## src/include/rvm_defines.vh

```
// Purpose: Offsets, field positions and widths of the rail voltage/mode registers
// Assumes: 8-bit register port, byte offsets as printed
// Notes: Factory defaults come in on the default inputs, not from here
`ifndef RVM_DEFINES_VH
`define RVM_DEFINES_VH

// ==========================================================================
// Register offsets
`define RVM_OFF_RAIL6_NORMAL 8'h98
`define RVM_OFF_RAIL6_SLEEP 8'h99
`define RVM_OFF_LDO2 8'h9A
`define RVM_OFF_LDO3 8'h9B
`define RVM_OFF_RAILS123 8'h9C

// ==========================================================================
// Field positions
`define RVM_CODE7_HI 7
`define RVM_CODE7_LO 1
`define RVM_FALL_BIT 0
`define RVM_SLP4_HI 7
`define RVM_SLP4_LO 4
`define RVM_NRM4_HI 3
`define RVM_NRM4_LO 0
`define RVM_PWM_HI 5
`define RVM_PWM_LO 3
`define RVM_ALLOW_HI 2
`define RVM_ALLOW_LO 0

// ==========================================================================
// Reserved-bit masks and unmapped read value
`define RVM_SLEEP_MASK 8'hFE
`define RVM_FULL_MASK 8'hFF
`define RVM_CTRL_MASK 8'h3F
`define RVM_UNMAPPED 8'h00

`endif

```

## src/hw/rvm_reg8.v

```verilog
// Purpose: One 8-bit register with writable-bit mask and default load
// Assumes: Default value is stable while reset is asserted
// Notes: Reserved bits (mask 0) always hold zero
module rvm_reg8 #(
	parameter [7:0] MASK = 8'hFF
) (
	input wire clock_i,
	input wire rst_b_i,
	input wire load_i,
	input wire [7:0] dflt_i,
	input wire wr_i,
	input wire [7:0] wdata_i,
	output reg [7:0] q_o
);

	// ======================================================================
	// Storage: cleared asynchronously, then loaded with default
	always @(posedge clock_i or negedge rst_b_i) begin
		if (!rst_b_i) begin
			q_o <= 8'h00;
		end else if (load_i) begin
			q_o <= dflt_i & MASK;
		end else if (wr_i) begin
			q_o <= wdata_i & MASK;
		end
	end

endmodule // rvm_reg8

```

## src/hw/rvm_regs.v

```verilog
// Purpose: Rail voltage codes and mode/disable registers of a multi-rail PMU
// Assumes: Register port on clock_i; defaults strapped by factory fuses
// Notes: Defaults latch on the first clock after reset release
`include "rvm_defines.vh"

module rvm_regs (
	input wire clock_i,
	input wire rst_b_i,
	input wire [7:0] addr_i,
	input wire wr_en_i,
	input wire rd_en_i,
	input wire [7:0] wdata_i,
	input wire [7:0] dflt_rail6_normal_i,
	input wire [7:0] dflt_rail6_sleep_i,
	input wire [7:0] dflt_ldo2_i,
	input wire [7:0] dflt_ldo3_i,
	input wire [7:0] dflt_rails123_i,
	input wire rail6_sleep_i,
	input wire ldo2_sleep_i,
	input wire ldo3_sleep_i,
	input wire [2:0] rails123_enable_req_i,
	output reg [7:0] rdata_o,
	output reg [6:0] rail6_code_o,
	output reg rail6_passive_fall_o,
	output reg [3:0] ldo2_code_o,
	output reg [3:0] ldo3_code_o,
	output reg [2:0] rails123_pwm_force_o,
	output reg [2:0] rails123_on_o
);

	// ======================================================================
	// Default load strobe
	reg load_q;
	wire [7:0] r6n_q;
	wire [7:0] r6s_q;
	wire [7:0] ldo2_q;
	wire [7:0] ldo3_q;
	wire [7:0] ctrl_q;

	// Load defaults one edge after release, sync for reset
	always @(posedge clock_i or negedge rst_b_i) begin
		if (!rst_b_i) begin
			load_q <= 1'b1;
		end else begin
			load_q <= 1'b0;
		end
	end

	// ======================================================================
	// Write decode
	wire wr_ok;
	wire wr_r6n;
	wire wr_r6s;
	wire wr_ldo2;
	wire wr_ldo3;
	wire wr_ctrl;

	// Load-cycle writes dropped so a default is never half overwritten
	assign wr_ok = wr_en_i && !load_q;
	assign wr_r6n = wr_ok && (addr_i == `RVM_OFF_RAIL6_NORMAL);
	assign wr_r6s = wr_ok && (addr_i == `RVM_OFF_RAIL6_SLEEP);
	assign wr_ldo2 = wr_ok && (addr_i == `RVM_OFF_LDO2);
	assign wr_ldo3 = wr_ok && (addr_i == `RVM_OFF_LDO3);
	assign wr_ctrl = wr_ok && (addr_i == `RVM_OFF_RAILS123);

	// ======================================================================
	// Register bank
	// Rail6 normal code and fall-mode bit
	rvm_reg8 #(
		.MASK(`RVM_FULL_MASK)
	) u_r6n (
		.clock_i(clock_i),
		.rst_b_i(rst_b_i),
		.load_i(load_q),
		.dflt_i(dflt_rail6_normal_i),
		.wr_i(wr_r6n),
		.wdata_i(wdata_i),
		.q_o(r6n_q)
	);

	// Rail6 sleep code, bit 0 held at zero by the mask
	rvm_reg8 #(
		.MASK(`RVM_SLEEP_MASK)
	) u_r6s (
		.clock_i(clock_i),
		.rst_b_i(rst_b_i),
		.load_i(load_q),
		.dflt_i(dflt_rail6_sleep_i),
		.wr_i(wr_r6s),
		.wdata_i(wdata_i),
		.q_o(r6s_q)
	);

	// LDO2 sleep and normal nibbles
	rvm_reg8 #(
		.MASK(`RVM_FULL_MASK)
	) u_ldo2 (
		.clock_i(clock_i),
		.rst_b_i(rst_b_i),
		.load_i(load_q),
		.dflt_i(dflt_ldo2_i),
		.wr_i(wr_ldo2),
		.wdata_i(wdata_i),
		.q_o(ldo2_q)
	);

	// LDO3 sleep and normal nibbles
	rvm_reg8 #(
		.MASK(`RVM_FULL_MASK)
	) u_ldo3 (
		.clock_i(clock_i),
		.rst_b_i(rst_b_i),
		.load_i(load_q),
		.dflt_i(dflt_ldo3_i),
		.wr_i(wr_ldo3),
		.wdata_i(wdata_i),
		.q_o(ldo3_q)
	);

	// Rails 1-3 mode and allow bits, top two bits held at zero
	rvm_reg8 #(
		.MASK(`RVM_CTRL_MASK)
	) u_ctrl (
		.clock_i(clock_i),
		.rst_b_i(rst_b_i),
		.load_i(load_q),
		.dflt_i(dflt_rails123_i),
		.wr_i(wr_ctrl),
		.wdata_i(wdata_i),
		.q_o(ctrl_q)
	);

	// ======================================================================
	// Sleep and enable pin synchronisers
	reg [2:0] slp_m_q;
	reg [2:0] slp_s_q;
	reg [2:0] en_m_q;
	reg [2:0] en_s_q;

	// Two stages for every pin input
	always @(posedge clock_i or negedge rst_b_i) begin
		if (!rst_b_i) begin
			slp_m_q <= 3'h0;
			slp_s_q <= 3'h0;
			en_m_q <= 3'h0;
			en_s_q <= 3'h0;
		end else begin
			slp_m_q <= {ldo3_sleep_i, ldo2_sleep_i, rail6_sleep_i};
			slp_s_q <= slp_m_q;
			en_m_q <= rails123_enable_req_i;
			en_s_q <= en_m_q;
		end
	end

	// ======================================================================
	// Read data, registered
	reg [7:0] rdata_d;

	// Address decode for reads
	always @* begin
		case (addr_i)
			`RVM_OFF_RAIL6_NORMAL: rdata_d = r6n_q;
			`RVM_OFF_RAIL6_SLEEP: rdata_d = r6s_q;
			`RVM_OFF_LDO2: rdata_d = ldo2_q;
			`RVM_OFF_LDO3: rdata_d = ldo3_q;
			`RVM_OFF_RAILS123: rdata_d = ctrl_q;
			default: rdata_d = `RVM_UNMAPPED;
		endcase
	end

	// Read data captured on read strobe
	always @(posedge clock_i or negedge rst_b_i) begin
		if (!rst_b_i) begin
			rdata_o <= 8'h00;
		end else if (rd_en_i) begin
			rdata_o <= rdata_d;
		end
	end

	// ======================================================================
	// Regulator controls; nothing enabled until defaults are loaded
	// Rail6 active code follows the synchronised sleep state
	always @(posedge clock_i or negedge rst_b_i) begin
		if (!rst_b_i) begin
			rail6_code_o <= 7'h00;
			rail6_passive_fall_o <= 1'b0;
		end else begin
			rail6_code_o <= slp_s_q[0] ? r6s_q[`RVM_CODE7_HI:`RVM_CODE7_LO] :
				r6n_q[`RVM_CODE7_HI:`RVM_CODE7_LO];
			rail6_passive_fall_o <= r6n_q[`RVM_FALL_BIT];
		end
	end

	// LDO codes: each LDO register holds both, nibble picked by its own sleep state
	always @(posedge clock_i or negedge rst_b_i) begin
		if (!rst_b_i) begin
			ldo2_code_o <= 4'h0;
			ldo3_code_o <= 4'h0;
		end else begin
			ldo2_code_o <= slp_s_q[1] ? ldo2_q[`RVM_SLP4_HI:`RVM_SLP4_LO] :
				ldo2_q[`RVM_NRM4_HI:`RVM_NRM4_LO];
			ldo3_code_o <= slp_s_q[2] ? ldo3_q[`RVM_SLP4_HI:`RVM_SLP4_LO] :
				ldo3_q[`RVM_NRM4_HI:`RVM_NRM4_LO];
		end
	end

	// Rails 1-3: mode bits pass through, allow bit gates the pin request
	always @(posedge clock_i or negedge rst_b_i) begin
		if (!rst_b_i) begin
			rails123_pwm_force_o <= 3'h0;
			rails123_on_o <= 3'h0;
		end else begin
			rails123_pwm_force_o <= ctrl_q[`RVM_PWM_HI:`RVM_PWM_LO];
			// Allow bit low overrides enable pins
			rails123_on_o <= en_s_q & ctrl_q[`RVM_ALLOW_HI:`RVM_ALLOW_LO] &
				{3{~load_q}};
		end
	end

endmodule // rvm_regs

```

## config.mk

```make
export PLATFORM = sky130hd
export DESIGN_NAME = rvm_regs
export DESIGN_NICKNAME = d
export VERILOG_FILES = /design/src/hw/rvm_reg8.v /design/src/hw/rvm_regs.v
export VERILOG_INCLUDE_DIRS = /design/src /design/src/include
export SDC_FILE = /design/constraint.sdc
export NUM_CORES = 1
export LEC_CHECK = 0
export ABC_AREA = 1
export BUFFER_PORTS_ARGS = -buffer_cell sky130_fd_sc_hd__buf_2
export CAP_MARGIN = 20
export CORE_MARGIN = 1.5
export CORE_UTILIZATION = 45
export CTS_CLUSTER_SIZE = 8
export DETAILED_ROUTE_END_ITERATION = 10
export PLACE_DENSITY_LB_ADDON = 0.15
export SLEW_MARGIN = 20
export SYNTH_ARGS = -nofsm -noshare
export SYNTH_HDL_FRONTEND = slang
export SYNTH_HIERARCHICAL = 1
export SYNTH_SLANG_ARGS = --single-unit
```

## constraint.sdc

```tcl
create_clock -name clock_i -period 1.3 [get_ports clock_i]
set_input_delay 0.26 -clock clock_i [delete_from_list [all_inputs] [get_ports clock_i]]
set_output_delay 0.26 -clock clock_i [all_outputs]
set_load 0.02 [all_outputs]
```

==> impl_metrics.xml, run 1 <==
<?xml version="1.0" encoding="UTF-8"?>
<metrics>
  <group name="placed_design">
    <metric name="place_hpwl" unit="um">6750</metric>
    <metric name="place_congestion" unit="">0.844</metric>
    <metric name="placed_cells_incl_taps" unit="">607</metric>
    <metric name="placement.io_buffers" unit="">92</metric>
  </group>
  <group name="cells_and_area">
    <metric name="area.growth.synth_to_final" unit="%">31.5</metric>
    <metric name="layout.filler_cells" unit="">701</metric>
    <metric name="finalCoreUtilization" unit="">0.618</metric>
    <metric name="nNetsFinal" unit="">596</metric>
    <metric name="fin_cells" unit="">637</metric>
    <metric name="post_route_cells_drive_above_1_share" unit="">0.372</metric>
    <metric name="n_antenna_cell" unit="">0</metric>
  </group>
  <group name="logic_synthesis">
    <metric name="syn_avg_cell_area" unit="um2">9.04</metric>
    <metric name="synth_sequential_area_ratio" unit="">0.543</metric>
    <metric name="synth.cells.most_frequent" unit="">nand3_1 (114), nand2_1 (111), dfrtp_1 (79)</metric>
    <metric name="synth.distinct_cells" unit="">19</metric>
    <metric name="yosys.cell_count.top_type" unit="">nand3_1</metric>
    <metric name="synth_edf_count" unit="">0</metric>
    <metric name="mappedNetlistArea" unit="um2">3690</metric>
    <metric name="gate_count_after_technology_mapping" unit="">408</metric>
    <metric name="synthFlopType" unit="">dfrtp_1</metric>
    <metric name="yosysWarnings" unit="">6</metric>
    <metric name="synth.ff_latch_count" unit="">80</metric>
    <metric name="synthDominantCellAreaShare" unit="">0.536</metric>
    <metric name="netlist_top_cells_area" unit="">dfrtp_1 (54%), nand3_1 (15%), nand2_1 (11%)</metric>
    <metric name="yosys.area.top_type" unit="">dfrtp_1</metric>
    <metric name="ys_async_sr_fraction" unit="">1.00</metric>
  </group>
  <group name="drt">
    <metric name="drtIter0Drc" unit="">281</metric>
    <metric name="wl_per_cell" unit="um">15.5</metric>
    <metric name="dr.pass1.iters" unit="">5</metric>
    <metric name="totalWireLength" unit="um">9880</metric>
    <metric name="vias_per_cell" unit="">5.14</metric>
    <metric name="final_routed_drc_violation_total" unit="">0</metric>
    <metric name="antenna_violating_nets_post_route" unit="">0</metric>
    <metric name="route.vias.total" unit="">3272</metric>
  </group>
  <group name="setup_path">
    <metric name="setup.worst_path.end_class" unit="">flop</metric>
    <metric name="rr_endpoint" unit="">u_r6n/q_o[6]</metric>
    <metric name="setup.reg_to_reg.worst_slack" unit="ns">-0.006</metric>
    <metric name="required_time_of_the_worst_setup_path" unit="ns">1.54</metric>
    <metric name="regToRegStartpoint" unit="">load_q</metric>
    <metric name="worst_r2r_path_depth" unit="">7</metric>
    <metric name="cp_data_arrival_time" unit="ns">1.54</metric>
    <metric name="crit_path_start_kind" unit="">flop</metric>
    <metric name="worst-setup-path-type" unit="">reg -&gt; reg</metric>
    <metric name="critical_path_peak_fanout" unit="">5</metric>
  </group>
  <group name="timing">
    <metric name="final.period_utilization" unit="">1.00</metric>
    <metric name="rsz0062_at_grt" unit="">true</metric>
    <metric name="fmaxAchievable" unit="MHz">766</metric>
    <metric name="slew_violations" unit="">0</metric>
    <metric name="fin_skew" unit="ns">0.00853</metric>
    <metric name="report.final.setup_viol" unit="">2</metric>
    <metric name="min_period" unit="ns">1.31</metric>
    <metric name="tns" unit="ns">-0.00596</metric>
    <metric name="least_setup_slack_across_all_paths_after_layout" unit="ns">-0.00582</metric>
    <metric name="final-hold-violation-count" unit="">0</metric>
  </group>
  <group name="clocking">
    <metric name="clkLatencyLatePin" unit="ns">0.35</metric>
    <metric name="clkTransAtPathRegs" unit="ns">0.09</metric>
    <metric name="cts_buffers" unit="">9</metric>
    <metric name="h_tree_level_count" unit="">3</metric>
    <metric name="clock-sinks" unit="">80</metric>
    <metric name="max_root_sink_buffers" unit="">2</metric>
    <metric name="tritoncts_clock_tree" unit="">done</metric>
    <metric name="cts-root-buf" unit="">clkbuf_8</metric>
  </group>
  <group name="grt">
    <metric name="grt_first_pass_wirelength" unit="um">14800</metric>
    <metric name="gr-total-overflow" unit="">0</metric>
    <metric name="first_global_vias" unit="">2959</metric>
    <metric name="grt_util_all_layers" unit="">0.225</metric>
    <metric name="pin_count_of_the_biggest_net_entering_global_routing" unit="">41</metric>
    <metric name="number_of_antenna_violations_at_the_first_check_in_global_routing" unit="">0</metric>
  </group>
  <group name="status">
    <metric name="outcome" unit="">finished, violations left</metric>
    <metric name="violated_checks" unit="">negative setup slack</metric>
  </group>
  <group name="power_and_ir_drop">
    <metric name="design_power_total" unit="mW">5.66</metric>
    <metric name="leakage" unit="nW">2.46</metric>
    <metric name="power.density" unit="nW/um2">1170</metric>
    <metric name="max-vdd-ir-drop" unit="V">0.00102</metric>
  </group>
  <group name="floorplan">
    <metric name="overall_die_area" unit="um2">8750</metric>
    <metric name="floorplan.rows" unit="">32</metric>
    <metric name="initial_utilization" unit="">0.470</metric>
    <metric name="io_pins" unit="">96</metric>
    <metric name="fp.dieH" unit="um">93.6</metric>
    <metric name="die_width" unit="um">93.6</metric>
    <metric name="placeableCoreArea" unit="um2">7850</metric>
  </group>
  <group name="hold_path">
    <metric name="worst_hold_depth" unit="">3</metric>
    <metric name="hold_start" unit="">dflt_rail6_sleep_i[1]</metric>
    <metric name="worst_hold_path.endpoint" unit="">u_r6s/q_o[1]</metric>
    <metric name="holdCritPathClass" unit="">in -&gt; reg</metric>
  </group>
  <group name="run">
    <metric name="max_cap_violations" unit="">0</metric>
  </group>
</metrics>
-- worst max path at each step --
stage | from | endpoint | slack, ns | cells past startpoint
2_1_floorplan | load_q | u_ldo2/q_o[6] | -0.01 | 7
3_3_place_gp | addr_i[6] | u_r6s/q_o[1] | -0.08 | 10
3_5_place_dp | load_q | u_r6n/q_o[3] | -0.10 | 7
4_1_cts | load_q | u_ldo2/q_o[4] | -0.01 | 6
5_1_grt | load_q | u_r6n/q_o[0] | -0.07 | 7
6_report | load_q | u_r6n/q_o[6] | -0.006 | 7
-- layer usage --
metal | wire, um | GRT usage | vias up | share of wire
met2 | 4420 | 0.316 | 126 | 0.45
met1 | 4680 | 0.339 | 1558 | 0.47
met5 | 0 | 0 | - | 0
met3 | 652 | 0.0520 | 12 | 0.066
met4 | 125 | 0.0808 | 0 | 0.013
li1 | - | - | 1576 | -
-- report_power, final --
group	total (mW)	internal [mW]	switching [mW]	leakage, nW
Clock	1.98	1.08	0.900	0.104
Sequential	2.84	2.69	0.141	0.973
Combinational	0.840	0.347	0.493	1.38
-- flip-flops by register name, summed over array words and instances (netlist names), 3 cells and up --
register	cells
en_m_q	3
en_s_q	3
ldo2_code_o	4
ldo3_code_o	4
rail6_code_o	7
rails123_on_o	3
rails123_pwm_force_o	3
rdata_o	8
slp_m_q	3
slp_s_q	3
u_ctrl/q_o	6
u_ldo2/q_o	8
u_ldo3/q_o	8
u_r6n/q_o	8
u_r6s/q_o	7
-- cells in the final DEF, fill, tap and decap left out, types with 4 or more instances in the layout --
cell type / count
buf_12: 4
inv_2: 9
nor2_1: 19
conb_1: 4
dfrtp_1: 79
a21oi_1: 8
clkbuf_8: 9
nand3_1: 102
inv_1: 10
buf_4: 20
nand3_2: 12
nand2_2: 9
dlygate4sd3_1: 7
buf_2: 91
nor2_4: 12
nand2_1: 105
buf_6: 5
mux2_2: 15
-- critical path, cell delays in order (launching register included) --
cell     delay, ns
dfstp_2       0.55
inv_2         0.04
nand2_4       0.12
buf_6         0.12
nor2_4        0.05
buf_4         0.15
nand3_1       0.09
nand3_1       0.08
-- cell families (layout without fill, tap and decap cells) --
logic type	Yosys count	after routing	synth area share
buffers and inverters	38	164	0.0631
AO/OA/AOI/OAI	8	8	0.0109
AND/OR/NAND/NOR	264	264	0.334
other	3	4	0.00305
flip-flops	80	80	0.543
multiplexers	15	15	0.0458
-- final cells by class --
class,instances,area [um2],share of cell area
Sequential cell,80,2000,0.413
Timing Repair Buffer,129,862,0.178
Inverter,19,71.3,0.0147
Tap cell,102,128,0.0263
Clock buffer,11,131,0.0271
Clock inverter,5,81.3,0.0168
Multi-Input combinational cell,291,1580,0.325
-- what timing repair did --
item	CTS	global route
setup buffers	1	7
endpoints found under the setup margin	37	37
gates cloned	0	2
hold buffers	5	2
gates resized for setup	6	31
hold endpoints to repair	83	2
pin swaps	2	13
-- stage by stage --
stage               worst slack [ns]  hold WS (ns)  instance area (um2)
detailed placement            -0.101        0.0991                 4340
floorplan                    -0.0137       -0.0356                 3700
finish                      -0.00582         0.122                 4850
global placement             -0.0845        0.0980                 4340
global route                 -0.0660         0.115                 4850
CTS                          -0.0105      0.000442                 4600
(Power assumes the default switching activity.)
==> inputs of run 2 (changes only) <==
--- a/config.mk
+++ b/config.mk
@@ -9,8 +9,9 @@
 export ABC_AREA = 1
 export BUFFER_PORTS_ARGS = -buffer_cell sky130_fd_sc_hd__buf_2
 export CAP_MARGIN = 20
-export CORE_MARGIN = 1.5
+export CORE_MARGIN = 2
 export CORE_UTILIZATION = 45
+export CTS_BUF_LIST = sky130_fd_sc_hd__clkbuf_4
 export CTS_CLUSTER_SIZE = 8
 export DETAILED_ROUTE_END_ITERATION = 10
 export PLACE_DENSITY_LB_ADDON = 0.15
==> constraint.sdc (replaced) <==
create_clock -name clock_i -period 1.3 [get_ports clock_i]
set_input_delay 0.26 -clock clock_i [delete_from_list [all_inputs] [get_ports clock_i]]
set_output_delay 0.26 -clock clock_i [all_outputs]
set_load 0.1 [all_outputs]
==> impl_metrics.xml, run 2 (synthesized netlist as in run 1, its figures left out) <==
<?xml version="1.0" encoding="UTF-8"?>
<metrics>
  <group name="setup_path">
    <metric name="worst-setup-path-type" unit="">reg -&gt; reg</metric>
    <metric name="setup.reg_to_reg.worst_slack" unit="ns">-0.03</metric>
    <metric name="setup.worst_path.end_class" unit="">flop</metric>
    <metric name="crit_path_start_kind" unit="">flop</metric>
    <metric name="cp_data_arrival_time" unit="ns">1.70</metric>
    <metric name="cells_traversed_along_the_worst_timing_path" unit="">inv_2, nand2_4, buf_12, nor2_4, nor2_4, nand2_1, nand3_1</metric>
    <metric name="worst_path_max_delay_cell" unit="">dfstp_2</metric>
    <metric name="required_time_of_the_worst_setup_path" unit="ns">1.66</metric>
    <metric name="critical_path_peak_fanout" unit="">8</metric>
    <metric name="critical_path.most_common_cell" unit="">nor2_4</metric>
    <metric name="critical-path-max-stage-delay" unit="ns">0.58</metric>
  </group>
  <group name="timing">
    <metric name="tns" unit="ns">-0.111</metric>
    <metric name="final-hold-violation-count" unit="">0</metric>
    <metric name="fmaxAchievable" unit="MHz">750</metric>
    <metric name="min_period" unit="ns">1.33</metric>
    <metric name="fin_skew" unit="ns">0.0168</metric>
    <metric name="report.final.setup_viol" unit="">9</metric>
    <metric name="final.period_utilization" unit="">1.03</metric>
    <metric name="least_setup_slack_across_all_paths_after_layout" unit="ns">-0.0338</metric>
    <metric name="slew_violations" unit="">0</metric>
    <metric name="rsz0062_at_grt" unit="">true</metric>
  </group>
  <group name="placed_design">
    <metric name="place_ws" unit="ns">-0.171</metric>
    <metric name="place_hpwl" unit="um">6810</metric>
    <metric name="placement.io_buffers" unit="">92</metric>
    <metric name="post_dp_cell_area" unit="um2">4720</metric>
    <metric name="place_congestion" unit="">0.864</metric>
  </group>
  <group name="floorplan">
    <metric name="placeableCoreArea" unit="um2">8090</metric>
    <metric name="fp.dieH" unit="um">94.6</metric>
    <metric name="io_pins" unit="">96</metric>
    <metric name="die_width" unit="um">94.6</metric>
    <metric name="initial_utilization" unit="">0.456</metric>
    <metric name="floorplan.rows" unit="">33</metric>
    <metric name="overall_die_area" unit="um2">8940</metric>
  </group>
  <group name="cells_and_area">
    <metric name="layout.cells.most_common" unit="">nand3_1</metric>
    <metric name="nNetsFinal" unit="">595</metric>
    <metric name="most_used_cells_in_the_layout_excluding_fill_and_tap_cells" unit="">nand3_1 (113), nand2_1 (110), dfrtp_1 (79), buf_2 (61), buf_12 (34)</metric>
    <metric name="area.growth.synth_to_final" unit="%">38.8</metric>
    <metric name="n_antenna_cell" unit="">0</metric>
    <metric name="post_route_cells_drive_above_1_share" unit="">0.343</metric>
    <metric name="final-seq-area" unit="um2">2000</metric>
    <metric name="multi_input_area" unit="um2">1500</metric>
    <metric name="layout.cell_area.non_filler" unit="um2">5120</metric>
    <metric name="layout.filler_cells" unit="">703</metric>
  </group>
  <group name="drt">
    <metric name="dr.pass1.iters" unit="">5</metric>
    <metric name="route.vias.total" unit="">3306</metric>
    <metric name="vias_per_cell" unit="">5.17</metric>
    <metric name="final_routed_drc_violation_total" unit="">0</metric>
    <metric name="totalWireLength" unit="um">9580</metric>
    <metric name="drtIter0Drc" unit="">218</metric>
    <metric name="wl_per_cell" unit="um">15.0</metric>
    <metric name="antenna_violating_nets_post_route" unit="">0</metric>
  </group>
  <group name="power_and_ir_drop">
    <metric name="design_power_total" unit="mW">6.14</metric>
    <metric name="power.density" unit="nW/um2">1200</metric>
    <metric name="max-vdd-ir-drop" unit="V">0.000883</metric>
    <metric name="leakage" unit="nW">2.54</metric>
  </group>
  <group name="grt">
    <metric name="first_global_vias" unit="">3136</metric>
    <metric name="number_of_antenna_violations_at_the_first_check_in_global_routing" unit="">0</metric>
    <metric name="pin_count_of_the_biggest_net_entering_global_routing" unit="">81</metric>
    <metric name="grt_util_all_layers" unit="">0.224</metric>
    <metric name="grt_first_pass_wirelength" unit="um">15000</metric>
    <metric name="gr-total-overflow" unit="">0</metric>
  </group>
  <group name="run">
    <metric name="max_cap_violations" unit="">0</metric>
  </group>
  <group name="clocking">
    <metric name="clock-sinks" unit="">80</metric>
    <metric name="max_root_sink_buffers" unit="">2</metric>
    <metric name="cts-root-buf" unit="">clkbuf_4</metric>
    <metric name="tritoncts_clock_tree" unit="">done</metric>
    <metric name="clkLatencyLatePin" unit="ns">0.42</metric>
    <metric name="h_tree_level_count" unit="">3</metric>
    <metric name="cts_buffers" unit="">9</metric>
    <metric name="clkTransAtPathRegs" unit="ns">0.13</metric>
  </group>
  <group name="status">
    <metric name="violated_checks" unit="">negative setup slack</metric>
    <metric name="outcome" unit="">finished, violations left</metric>
  </group>
  <group name="hold_path">
    <metric name="holdCritPathClass" unit="">in -&gt; reg</metric>
  </group>
</metrics>
## run 2: through the flow
step | util | hold WS [ns] | instances
floorplan | - | -0.0356 | 409
global placement | 0.583 | 0.317 | 604
detailed placement | 0.583 | 0.321 | 604
CTS | 0.623 | 0.0192 | 630
global route | 0.633 | 0.0380 | 639
finish | 0.633 | 0.0397 | 639
## run 2: layer usage
layer | up-vias | global-route usage | wire, um
met5 | - | 0 | 0
met4 | 0 | 0.0870 | 228
met3 | 17 | 0.0471 | 706
met2 | 146 | 0.363 | 4700
met1 | 1573 | 0.296 | 3940
li1 | 1570 | - | -
## run 2: worst paths after layout
kind / depth (start not counted) / startpoint / end
max in group asynchronous: 3 / rst_b_i / load_q
min in group asynchronous: 3 / rst_b_i / ldo2_code_o[0]
setup reg to reg: 7 / load_q / u_r6n/q_o[3]
hold reg to reg: 0 / en_m_q[2] / en_s_q[2]
hold / removal: 3 / dflt_rails123_i[1] / u_ctrl/q_o[1]
setup / recovery: 7 / load_q / u_r6n/q_o[3]
## run 2: critical path, delay by kind of cell, from the launching register on
kind	cells	cell delay, ns
DFF	1	0.58
and+or+nand+nor	5	0.55
buffers and inverters	2	0.16
## run 2: power breakdown
group	internal, mW	leakage (nW)	switching, mW
logic	0.598	1.48	1.01
registers	2.70	0.973	0.195
clock network	0.796	0.0901	0.843
## run 2: what timing repair did
action	4_1_cts	5_1_grt
setup buffers	6	9
endpoints found under the setup margin	47	63
endpoints found under the hold margin	85	0
gates resized for setup	12	3
hold buffers	7	0
pin swaps	8	5
## run 2: layout make-up
type,instances,area share
Timing Repair Buffer,128,0.245
Inverter,19,0.0139
Sequential cell,80,0.391
Clock buffer,10,0.0147
Tap cell,105,0.0257
Multi-Input combinational cell,291,0.293
Clock inverter,6,0.0164
==> inputs of run 3 (changes only) <==
==> constraint.sdc (replaced) <==
create_clock -name clock_i -period 1.3 [get_ports clock_i]
set_input_delay 0.065 -clock clock_i [delete_from_list [all_inputs] [get_ports clock_i]]
set_output_delay 0.065 -clock clock_i [all_outputs]
set_load 0.1 [all_outputs]
==> impl_metrics.xml, run 3 (synthesized netlist as in run 1, its figures left out) <==
<?xml version="1.0" encoding="UTF-8"?>
<metrics>
  <group name="status">
    <metric name="outcome" unit="">finished, final reports clean</metric>
  </group>
  <group name="placed_design">
    <metric name="place_ws" unit="ns">-0.0596</metric>
    <metric name="placement.io_buffers" unit="">92</metric>
    <metric name="place_congestion" unit="">0.869</metric>
    <metric name="place_hpwl" unit="um">6690</metric>
    <metric name="placed_cells_incl_taps" unit="">606</metric>
    <metric name="post_dp_cell_area" unit="um2">4290</metric>
  </group>
  <group name="floorplan">
    <metric name="placeableCoreArea" unit="um2">8090</metric>
    <metric name="overall_die_area" unit="um2">8940</metric>
    <metric name="fp.dieH" unit="um">94.6</metric>
    <metric name="initial_utilization" unit="">0.456</metric>
    <metric name="floorplan.rows" unit="">33</metric>
    <metric name="die_width" unit="um">94.6</metric>
    <metric name="io_pins" unit="">96</metric>
  </group>
  <group name="setup_path">
    <metric name="worst-setup-path-type" unit="">reg -&gt; reg</metric>
    <metric name="cp_data_arrival_time" unit="ns">1.57</metric>
    <metric name="setup.reg_to_reg.worst_slack" unit="ns">0.02</metric>
    <metric name="required_time_of_the_worst_setup_path" unit="ns">1.60</metric>
    <metric name="cells_traversed_along_the_worst_timing_path" unit="">inv_2, nand2_4, nor2_2, nor2_4, nand2_1, nand3_1</metric>
    <metric name="crit_path_start_kind" unit="">flop</metric>
    <metric name="worst-path-buf-inv" unit="">1</metric>
    <metric name="crit_family" unit="">simple AND/OR/NAND/NOR gates</metric>
    <metric name="regToRegStartpoint" unit="">load_q</metric>
    <metric name="setup.worst_path.end_class" unit="">flop</metric>
    <metric name="worst_path_max_delay_cell" unit="">dfstp_2</metric>
    <metric name="critical-path-max-stage-delay" unit="ns">0.40</metric>
    <metric name="critical_path_peak_fanout" unit="">9</metric>
    <metric name="startpoint_of_the_most_critical_setup_path" unit="">load_q</metric>
  </group>
  <group name="drt">
    <metric name="route.vias.total" unit="">3321</metric>
    <metric name="totalWireLength" unit="um">9940</metric>
    <metric name="wl_per_cell" unit="um">14.9</metric>
    <metric name="drtIter0Drc" unit="">206</metric>
    <metric name="antenna_violating_nets_post_route" unit="">0</metric>
    <metric name="dr.pass1.iters" unit="">4</metric>
    <metric name="vias_per_cell" unit="">4.97</metric>
    <metric name="final_routed_drc_violation_total" unit="">0</metric>
  </group>
  <group name="hold_path">
    <metric name="holdCritPathClass" unit="">in -&gt; reg</metric>
    <metric name="hold_start" unit="">wdata_i[2]</metric>
  </group>
  <group name="grt">
    <metric name="grt_first_pass_wirelength" unit="um">15400</metric>
    <metric name="pin_count_of_the_biggest_net_entering_global_routing" unit="">81</metric>
    <metric name="grt_util_all_layers" unit="">0.231</metric>
    <metric name="gr-total-overflow" unit="">0</metric>
    <metric name="first_global_vias" unit="">3149</metric>
    <metric name="number_of_antenna_violations_at_the_first_check_in_global_routing" unit="">0</metric>
  </group>
  <group name="cells_and_area">
    <metric name="final-seq-area" unit="um2">2000</metric>
    <metric name="finalCoreUtilization" unit="">0.613</metric>
    <metric name="fin_cells" unit="">668</metric>
    <metric name="layout.cell_area.non_filler" unit="um2">4960</metric>
    <metric name="layout.filler_cells" unit="">714</metric>
    <metric name="n_antenna_cell" unit="">0</metric>
    <metric name="nNetsFinal" unit="">625</metric>
    <metric name="most_used_cells_in_the_layout_excluding_fill_and_tap_cells" unit="">nand3_1 (113), nand2_1 (106), buf_2 (83), dfrtp_1 (79), dlygate4sd3_1 (48)</metric>
    <metric name="post_route_cells_drive_above_1_share" unit="">0.306</metric>
    <metric name="layout.cells.most_common" unit="">nand3_1</metric>
    <metric name="area.growth.synth_to_final" unit="%">34.4</metric>
    <metric name="multi_input_area" unit="um2">1500</metric>
  </group>
  <group name="power_and_ir_drop">
    <metric name="leakage" unit="nW">2.49</metric>
    <metric name="design_power_total" unit="mW">5.46</metric>
    <metric name="max-vdd-ir-drop" unit="V">0.000754</metric>
    <metric name="power.density" unit="nW/um2">1100</metric>
  </group>
  <group name="clocking">
    <metric name="cts_buffers" unit="">9</metric>
    <metric name="clkTransAtPathRegs" unit="ns">0.12</metric>
    <metric name="clkLatencyLatePin" unit="ns">0.41</metric>
    <metric name="clock-sinks" unit="">80</metric>
    <metric name="cts-root-buf" unit="">clkbuf_4</metric>
    <metric name="max_root_sink_buffers" unit="">2</metric>
    <metric name="tritoncts_clock_tree" unit="">done</metric>
    <metric name="h_tree_level_count" unit="">3</metric>
  </group>
  <group name="timing">
    <metric name="final-hold-violation-count" unit="">0</metric>
    <metric name="fmaxAchievable" unit="MHz">783</metric>
    <metric name="report.final.setup_viol" unit="">0</metric>
    <metric name="least_setup_slack_across_all_paths_after_layout" unit="ns">0.0236</metric>
    <metric name="final.period_utilization" unit="">0.982</metric>
    <metric name="rsz0062_at_grt" unit="">true</metric>
    <metric name="slew_violations" unit="">0</metric>
    <metric name="min_period" unit="ns">1.28</metric>
    <metric name="fin_skew" unit="ns">0.0134</metric>
  </group>
  <group name="run">
    <metric name="max_cap_violations" unit="">0</metric>
  </group>
</metrics>
==> run 3: cell count changes in the layout (fill, tap and decap cells not counted), moves of 2 or more <==
cell / previous run / this run
clkbuf_4: 10 / 17
nand2_2: 4 / 8
buf_2: 61 / 83
buf_4: 25 / 14
clkinv_1: 0 / 2
buf_12: 34 / 2
bufinv_16: 2 / 0
dlygate4sd3_1: 7 / 48
nand2_1: 110 / 106
nor2_4: 11 / 9
==> run 3: what timing repair did <==
| item | in CTS | in global routing |
|---|---|---|
| gates resized for setup | 7 | 18 |
| pin swaps | 4 | 14 |
| hold endpoints to repair | 123 | 1 |
| cloned | 0 | 1 |
| setup endpoints to repair | 38 | 40 |
| hold buffers | 47 | 1 |
| buffers inserted | 0 | 1 |
==> run 3: worst paths after layout <==
| path | endpoint | cells past startpoint |
|---|---|---|
| worst min-delay path | u_ctrl/q_o[2] | 3 |
| worst min register to register | slp_s_q[2] | 0 |
| min in group asynchronous | slp_m_q[2] | 3 |
| worst max-delay path | u_ldo2/q_o[5] | 6 |
| worst max register to register | u_ldo2/q_o[5] | 6 |
| max in group asynchronous | rdata_o[1] | 3 |
==> run 3: routing by layer <==
| layer | vias up | GRT usage | wire length [um] |
|---|---|---|---|
| met5 | - | 0 | 0 |
| met4 | 0 | 0.0857 | 261 |
| met3 | 18 | 0.0415 | 607 |
| met2 | 125 | 0.366 | 4700 |
| met1 | 1540 | 0.319 | 4370 |
| li1 | 1638 | - | - |
==> run 3: cell type report <==
cell class | instances | share of cell area
clock inverters | 5 | 0.00505
clock buffers | 10 | 0.0151
repair buffers | 158 | 0.233
flip-flops and latches | 80 | 0.404
inverters | 19 | 0.0144
well taps | 105 | 0.0265
multi-input cells | 291 | 0.302
==> run 3: worst min-delay path: cells and delay by family <==
kind,cells,cell delay (ns)
and+or+nand+nor,2,0.16
buffers and inverters,1,0.17
==> run 3: where the power goes <==
group	total (mW)	internal (mW)	switching, mW
Sequential	2.84	2.69	0.144
Clock	1.19	0.387	0.802
Combinational	1.43	0.408	1.03
==> run 3: per-stage QoR <==
| step | hold WS, ns | setup TNS, ns |
|---|---|---|
| 6_report | 0.0233 | 0 |
| 5_1_grt | 0.00632 | -1.34 |
| 4_1_cts | 0.00510 | 0 |
| 3_5_place_dp | 0.128 | -0.918 |
| 3_3_place_gp | 0.123 | -0.272 |
| 2_1_floorplan | -0.231 | 0 |
